--- config.mk ---
export PLATFORM = sky130hd
export DESIGN_NAME = sef_front
export DESIGN_NICKNAME = d
export VERILOG_FILES = /design/src/sef_pkg.sv /design/src/sef_front.sv
export VERILOG_INCLUDE_DIRS = /design/src
export SDC_FILE = /design/constraint.sdc
export NUM_CORES = 1
export LEC_CHECK = 0
export BUFFER_PORTS_ARGS = -buffer_cell sky130_fd_sc_hd__buf_2
export CORE_AREA = 2 2 90 109
export CTS_CLUSTER_DIAMETER = 30
export CTS_CLUSTER_SIZE = 24
export DETAILED_ROUTE_END_ITERATION = 10
export DIE_AREA = 0 0 92 111
export GPL_TIMING_DRIVEN = 0
export PLACE_DENSITY = 0.74
export SYNTH_ARGS = -nofsm -noshare
export SYNTH_HDL_FRONTEND = slang
export SYNTH_SLANG_ARGS = --single-unit
--- constraint.sdc ---
create_clock -name mclk -period 2.92 [get_ports mclk]
set_clock_uncertainty 0.1 [all_clocks]
set_input_delay 0.292 -clock mclk [delete_from_list [all_inputs] [get_ports mclk]]
set_output_delay 0.292 -clock mclk [all_outputs]
set_load 0.01 [all_outputs]
--- src/sef_defs.svh ---
// Constants of the serial memory slave front end: timing, codes, widths.
// Assumes the block clock runs at the rate given by SEF_CLK_NS.
`ifndef SEF_DEFS_SVH
`define SEF_DEFS_SVH

// Block clock period
`define SEF_CLK_NS       10
// Longest noise pulse swallowed on clock and data inputs
`define SEF_GLITCH_NS    100
`define SEF_FILT_CYC     ((`SEF_GLITCH_NS + `SEF_CLK_NS - 1) / `SEF_CLK_NS)
// Power-up to ready delay
`define SEF_PU_MS        1
`define SEF_PU_CYC       ((`SEF_PU_MS * 1000000) / `SEF_CLK_NS)
`define SEF_PU_W         20
`define SEF_FILT_W       4
// Fixed device type code in the upper nibble of the slave address
`define SEF_TYPE_CODE    4'hA
// Index of the first data byte after the two memory address bytes
`define SEF_DATA_IDX     2'h2

`endif

--- src/sef_pkg.sv ---
// Types of the serial memory slave front end.
// Assumes sef_defs.svh is visible to every file that uses this package.
`include "sef_defs.svh"

package sef_pkg;

	typedef enum logic [2:0] {
		SEF_IDLE,
		SEF_ADDR,
		SEF_RX,
		SEF_ACK_OUT,
		SEF_TX,
		SEF_ACK_IN
	} sef_state_e;

	typedef struct packed {
		sef_state_e              state;
		logic [5:0]              sync1;
		logic [5:0]              sync2;
		logic                    scl_f;
		logic                    sda_f;
		logic [`SEF_FILT_W-1:0]  scl_cnt;
		logic [`SEF_FILT_W-1:0]  sda_cnt;
		logic [`SEF_PU_W-1:0]    pu_cnt;
		logic                    ready;
		logic [7:0]              shreg;
		logic [2:0]              bitcnt;
		logic [1:0]              idx;
		logic                    rw;
		logic                    wp_lat;
		logic                    ack_in;
		logic                    sda_oe;
		logic [7:0]              rx_byte;
		logic                    rx_valid;
		logic [1:0]              rx_index;
		logic                    tx_take;
		logic                    start_p;
		logic                    stop_p;
		logic                    wp_reject;
		logic                    selected;
		logic                    byte_done;
		logic                    nack;
	} sef_regs_s;

endpackage

--- src/sef_front.sv ---
// Slave front end of a two-wire serial memory: pin sampling, glitch
// filtering, start/stop, address match, acknowledge, byte shifting.
// Assumes the bus pull-up and pad pull-downs sit outside; memory array
// and write cycle timer sit on the user side.
`timescale 1ns/1ps
`default_nettype none
`include "sef_defs.svh"

module sef_front #(
	parameter int unsigned PU_CYCLES = `SEF_PU_CYC
) (
	input  wire logic        mclk,
	input  wire logic        resetn,
	input  wire logic        ce,
	input  wire logic        scl,
	input  wire logic        sda_in,
	output logic             sda_out,
	output logic             sda_oe,
	input  wire logic        device_select_bit0,
	input  wire logic        device_select_bit1,
	input  wire logic        device_select_bit2,
	input  wire logic        write_protect,
	input  wire logic        write_busy,
	input  wire logic [7:0]  tx_data,
	output logic             tx_take,
	output logic [7:0]       rx_byte,
	output logic             rx_valid,
	output logic [1:0]       rx_index,
	output logic             rd_mode,
	output logic             selected,
	output logic             start_seen,
	output logic             stop_seen,
	output logic             wp_reject,
	output logic             not_acknowledged,
	output logic             ready
);

	localparam logic [`SEF_FILT_W-1:0] FILT = `SEF_FILT_W'(`SEF_FILT_CYC);
	localparam logic [`SEF_PU_W-1:0]   PU_END = `SEF_PU_W'(PU_CYCLES);

	sef_pkg::sef_regs_s r;
	sef_pkg::sef_regs_s n;

	// --------------------------------------------------------------
	// Glitch filter: a level must differ for FILT+1 samples to pass
	// --------------------------------------------------------------
	function automatic logic [`SEF_FILT_W:0] filt(
		input logic                   lvl,
		input logic                   raw,
		input logic [`SEF_FILT_W-1:0] cnt
	);
		logic [`SEF_FILT_W:0] res;
		if (raw == lvl) begin
			res = {lvl, {`SEF_FILT_W{1'b0}}};
		end else if (cnt == FILT) begin
			res = {raw, {`SEF_FILT_W{1'b0}}};
		end else begin
			res = {lvl, cnt + `SEF_FILT_W'(1)};
		end
		return res;
	endfunction

	// --------------------------------------------------------------
	// Next-state logic
	// --------------------------------------------------------------
	logic scl_rise;
	logic scl_fall;
	logic start_c;
	logic stop_c;
	logic addr_hit;

	always_comb begin
		n = r;
		n.rx_valid  = 1'b0;
		n.tx_take   = 1'b0;
		n.start_p   = 1'b0;
		n.stop_p    = 1'b0;
		n.wp_reject = 1'b0;

		// Pins cross into mclk; pad pull-downs make open pins read low
		n.sync1 = {scl, sda_in, write_protect, device_select_bit2,
			device_select_bit1, device_select_bit0};
		n.sync2 = r.sync1;
		{n.scl_f, n.scl_cnt} = filt(r.scl_f, r.sync2[5], r.scl_cnt);
		{n.sda_f, n.sda_cnt} = filt(r.sda_f, r.sync2[4], r.sda_cnt);

		// Serial clock is only sampled, never driven
		scl_rise = n.scl_f & ~r.scl_f;
		scl_fall = ~n.scl_f & r.scl_f;
		start_c  = r.scl_f & n.scl_f & r.sda_f & ~n.sda_f;
		stop_c   = r.scl_f & n.scl_f & ~r.sda_f & n.sda_f;
		addr_hit = (r.shreg[7:4] == `SEF_TYPE_CODE) &&
			(r.shreg[3:1] == r.sync2[2:0]);

		if (!r.ready) begin
			// Commands are ignored until the power-up delay expires
			n.state  = sef_pkg::SEF_IDLE;
			n.sda_oe = 1'b0;
			n.pu_cnt = r.pu_cnt + `SEF_PU_W'(1);
			n.ready  = (n.pu_cnt >= PU_END);
		end else if (start_c) begin
			// Repeated start is legal anywhere and restarts addressing
			n.state    = sef_pkg::SEF_ADDR;
			n.bitcnt   = 3'h0;
			n.idx      = 2'h0;
			n.sda_oe   = 1'b0;
			n.selected = 1'b0;
			n.start_p  = 1'b1;
			n.byte_done = 1'b0;
			n.nack      = 1'b0;
		end else if (stop_c) begin
			n.state    = sef_pkg::SEF_IDLE;
			n.sda_oe   = 1'b0;
			n.selected = 1'b0;
			n.stop_p   = 1'b1;
			n.byte_done = 1'b0;
			n.nack      = 1'b0;
		end else begin
			case (r.state)
				sef_pkg::SEF_IDLE: begin
					n.sda_oe = 1'b0;
				end
				sef_pkg::SEF_ADDR, sef_pkg::SEF_RX: begin
					if (scl_rise) begin
						n.shreg  = {r.shreg[6:0], r.sda_f};
						n.bitcnt = r.bitcnt + 3'h1;
						if (r.bitcnt == 3'h7) begin
							n.rx_byte  = {r.shreg[6:0], r.sda_f};
							n.rx_index = r.idx;
							n.rx_valid = (r.state == sef_pkg::SEF_RX);
							n.byte_done = 1'b1;
						end
					end else if (scl_fall && r.byte_done) begin
						// Eight bits in: decide acknowledge on the ninth clock.
						// The fall that closes a start has no bits behind it.
						n.byte_done = 1'b0;
						if (r.state == sef_pkg::SEF_ADDR) begin
							if (addr_hit && !write_busy) begin
								n.state    = sef_pkg::SEF_ACK_OUT;
								n.sda_oe   = 1'b1;
								n.rw       = r.shreg[0];
								n.selected = 1'b1;
							end else begin
								n.state = sef_pkg::SEF_IDLE;
							end
						end else if (r.idx == `SEF_DATA_IDX && r.wp_lat) begin
							n.state     = sef_pkg::SEF_IDLE;
							n.wp_reject = 1'b1;
						end else begin
							n.state  = sef_pkg::SEF_ACK_OUT;
							n.sda_oe = 1'b1;
							// Index saturates on the data bytes
							if (r.idx != `SEF_DATA_IDX) begin
								n.idx = r.idx + 2'h1;
							end
						end
					end
				end
				sef_pkg::SEF_ACK_OUT: begin
					if (scl_fall) begin
						n.sda_oe = 1'b0;
						n.bitcnt = 3'h0;
						// Protect level strobed on the fall that ends each slave acknowledge
						n.wp_lat = r.sync2[3];
						if (r.rw) begin
							n.state   = sef_pkg::SEF_TX;
							n.shreg   = tx_data;
							n.tx_take = 1'b1;
							n.sda_oe  = ~tx_data[7];
						end else begin
							n.state = sef_pkg::SEF_RX;
						end
					end
				end
				sef_pkg::SEF_TX: begin
					if (scl_fall) begin
						if (r.bitcnt == 3'h7) begin
							n.state  = sef_pkg::SEF_ACK_IN;
							n.sda_oe = 1'b0;
						end else begin
							n.bitcnt = r.bitcnt + 3'h1;
							n.shreg  = {r.shreg[6:0], 1'b0};
							// Only low is driven; a one is a release
							n.sda_oe = ~r.shreg[6];
						end
					end
				end
				sef_pkg::SEF_ACK_IN: begin
					if (scl_rise) begin
						n.ack_in = ~r.sda_f;
					end else if (scl_fall) begin
						n.bitcnt = 3'h0;
						if (r.ack_in) begin
							n.state   = sef_pkg::SEF_TX;
							n.shreg   = tx_data;
							n.tx_take = 1'b1;
							n.sda_oe  = ~tx_data[7];
						end else begin
							// Master declined: wait for stop, line released
							n.state = sef_pkg::SEF_IDLE;
							n.nack  = 1'b1;
						end
					end
				end
				default: begin
					n.state = sef_pkg::SEF_IDLE;
				end
			endcase
		end
	end

	// --------------------------------------------------------------
	// State register; resetn is the power-on reset
	// --------------------------------------------------------------
	always_ff @(posedge mclk or negedge resetn) begin
		if (!resetn) begin
			r       <= '0;
			r.scl_f <= 1'b1;
			r.sda_f <= 1'b1;
			r.sync1 <= 6'h30;
			r.sync2 <= 6'h30;
			r.state <= sef_pkg::SEF_IDLE;
		end else if (ce) begin
			r <= n;
		end
	end

	// --------------------------------------------------------------
	// Outputs
	// --------------------------------------------------------------
	assign sda_out          = 1'b0;
	assign sda_oe           = r.sda_oe;
	assign tx_take          = r.tx_take;
	assign rx_byte          = r.rx_byte;
	assign rx_valid         = r.rx_valid;
	assign rx_index         = r.rx_index;
	assign rd_mode          = r.rw;
	assign selected         = r.selected;
	assign start_seen       = r.start_p;
	assign stop_seen        = r.stop_p;
	assign wp_reject        = r.wp_reject;
	assign not_acknowledged = r.nack;
	assign ready            = r.ready;

endmodule
`default_nettype wire

==> results.yml <==
outcome:
  status: "finished, final reports clean"
pwr:
  p_sw_mw: 0.6178
  p_leak_nw: 2.424
  p_int_mw: 1.838
  swShare: 0.2516
  pwr-share-comb: 0.067
  p_total_mw: 2.455
  pwr-share-seq: 0.492
  irDropWorstVdd_uv: 299.6
  power_density_nw_per_um2: 476.2
  clock_power_share: 0.441
placed_design:
  gp_routability_congestion: 0.9490
  hpwl_um: 7187
  dpl.cell_count: 608
  place_ws_ps: 431.7
  port_buffers: 37
floorplan:
  rows: 39
  ioPinCount: 39
  initial_core_util: 0.4850
  core_um2: 9271
  die_h_um: 111
  die_area_um2: 10210
  die_w_um: 92
sta:
  hold_slack_ps: 70.14
  hold_viol_final: 0
  slew_viol_final: 0
  worst-slew-pin-transition_ps: 566.5
  tns_ps: 0
  max_freq_ghz: 0.3936
  setup_slack_ps: 379.0
  rsz0062_at_grt: "false"
  setup_viol_count_final: 0
  relSlewSlack: 0.6224
  timing.final.crit_period_ps: 2541
  period_share: 0.8702
logic_synthesis:
  yosysSeqAreaShare: 0.4524
  ys_warn_count: 0
  yosys.area.top_type: "dfrtp_1"
  syn-cell-area_um2: 4497
  synth_flop_cell: "dfrtp_1"
  ys_seq_elements: 81
  synth.avg_cell_area_um2: 10.06
  synth_fp_nets: 473
  synthDistinctLibCells: 64
  syn_inst: 447
  async_flop_share: 1.000
  synth_edf_count: 0
  ys_top_cells_by_area: "dfrtp_1 (42%), mux2_2 (6.8%), nand2_1 (3.7%)"
  yosys.area.top_type_share: 0.4174
critical_path:
  worstSetupStartpointType: "flop"
  crit_required_ps: 3050
  path_max_fanout: 6
  critPathKind: "reg -> reg"
  endpoint_kind: "flop"
  critical-path-max-stage-delay_ps: 590
  crit_path_cell_trace: "ha_1 > ha_1 > a211oi_1 > a32oi_2 > a2111oi_4 > mux2_1"
  arrival_ps: 2670
  cpMostUsedCell: "ha_1"
  slowest_stage: "a2111oi_4"
finish:
  final.fill_count: 852
  finalNetCount: 523
  final_cell_mix: "dfrtp_1 (75), nand2_1 (44), buf_2 (42), nor2_1 (31), mux2_2 (27)"
  seq_area_um2: 2034
  drive_above_1_share: 0.2430
  multi_input_area_um2: 2213
  syn_to_final_growth_pct: 14.66
  final_common_cell: "dfrtp_1"
  instances_no_fill: 625
  insertedDiodeCount: 0
clocking:
  clk_latency_ps: 350
  numCtsBuffers: 9
  root_buffer: "clkbuf_16"
  cts.hold.buffers_added: 1
  cts_resized: 0
  htreeDepth: 3
  postCtsSetupBuffers: 0
  clk_path_buf_depth: 2
  cts.clk_slew.worst_paths_ps: 70
  cts_tree: "yes"
  cts_sinks: 81
grt:
  grt-ovfl-total: 0
  grtUsageTotal: 0.2096
  grt_pass1_wl_um: 16830
  antenna_found_initial: 0
  grt_max_degree: 45
  grt_pass1_vias: 3417
routing:
  routed_wirelength_um: 10080
  wire_per_inst_um: 16.12
  via_count: 3496
  drc: 0
  drtAntennaViolNets: 0
  first_pass_iters: 4
  vias_per_cell: 5.594
  drt_iter0_markers: 172
flow_run:
  maxCapViolCount: 0
min_path:
  hp-class: "in -> reg"
## power groups by stage
stage / registers (mW) / clock network [mW] / logic [mW]
2_1_floorplan: 1.22 / 0 / 0.106
3_3_place_gp: 1.22 / 0 / 0.155
3_5_place_dp: 1.23 / 0 / 0.166
4_1_cts: 1.21 / 1.11 / 0.168
5_1_grt: 1.21 / 1.15 / 0.188
6_report: 1.21 / 1.08 / 0.165
## layout make-up
cell class,instances,share of cell area
buffer,35,0.03664
clock buffer,9,0.04368
clock inverter,7,0.01213
inverter,16,0.01165
multi-input combinational,315,0.4293
sequential,81,0.3946
tap,123,0.02985
timing repair buffer,39,0.04222
## state kept, by name (all words and copies together), names as in the netlist
name              flops
r                    55
rx_byte               8
n                     6
rx_index              2
not_acknowledged      1
rd_mode               1
ready                 1
rx_valid              1
sda_oe                1
selected              1
start_seen            1
stop_seen             1
tx_take               1
wp_reject             1
## worst max-delay path: cells and delay by family (launching register included)
| family | cells | cell delay (ps) |
|---|---|---|
| DFF | 1 | 400 |
| adders and majority gates | 2 | 490 |
| AOI/OAI and AO/OA | 3 | 1060 |
| muxes | 1 | 370 |
## cell usage after synthesis, types with 8 or more instances
library cell  instances
xnor2_1              15
mux2_2               27
ha_1                  8
nor2_1               31
mux2i_1              11
xor2_1               11
o21ai_0              18
nor3_1                9
buf_4                11
nand3_1              17
nand4_1              11
nand2_1              44
a21oi_1              17
dfrtp_1              75
inv_1                15
clkbuf_1             12
## path summary, 6_finish.rpt
kind	from	end	slack, ps	depth (start not counted)
worst min register to register	rx_index[0]	rx_index[0]	380	2
max in group asynchronous	resetn	r[65]	1720	3
worst max-delay path	r[24]	r[27]	380	6
min in group asynchronous	resetn	selected	350	2
worst min-delay path	device_select_bit0	n[66]	70	2
worst max register to register	r[24]	r[27]	380	6
## logic make-up after synthesis
logic type / Yosys count / synth area share
AO/OA/AOI/OAI: 84 / 0.1377
buffers and inverters: 51 / 0.05537
AND/OR/NAND/NOR: 152 / 0.1739
XOR/XNOR: 26 / 0.05064
flip-flops: 81 / 0.4524
other: 1 / 0.0008339
multiplexers: 43 / 0.1046
adder cells (fa/ha/maj): 9 / 0.02449
## per-stage QoR
| stage | area [um^2] | utilization |
|---|---|---|
| floorplan | 4497 | - |
| detailed placement | 4858 | 0.5240 |
| global route | 5156 | 0.5561 |
| CTS | 5156 | 0.5561 |
| finish | 5156 | 0.5561 |
| global placement | 4836 | 0.5216 |
## routing by layer
metal  vias up  GRT usage  routed length [um]
li1       1684          -                   -
met1      1711     0.2584                4254
met2        81     0.3485                5108
met3        20    0.05303                 468
met4         0    0.08856                 246
met5         -          0                   0
(Power assumes the default switching activity.)
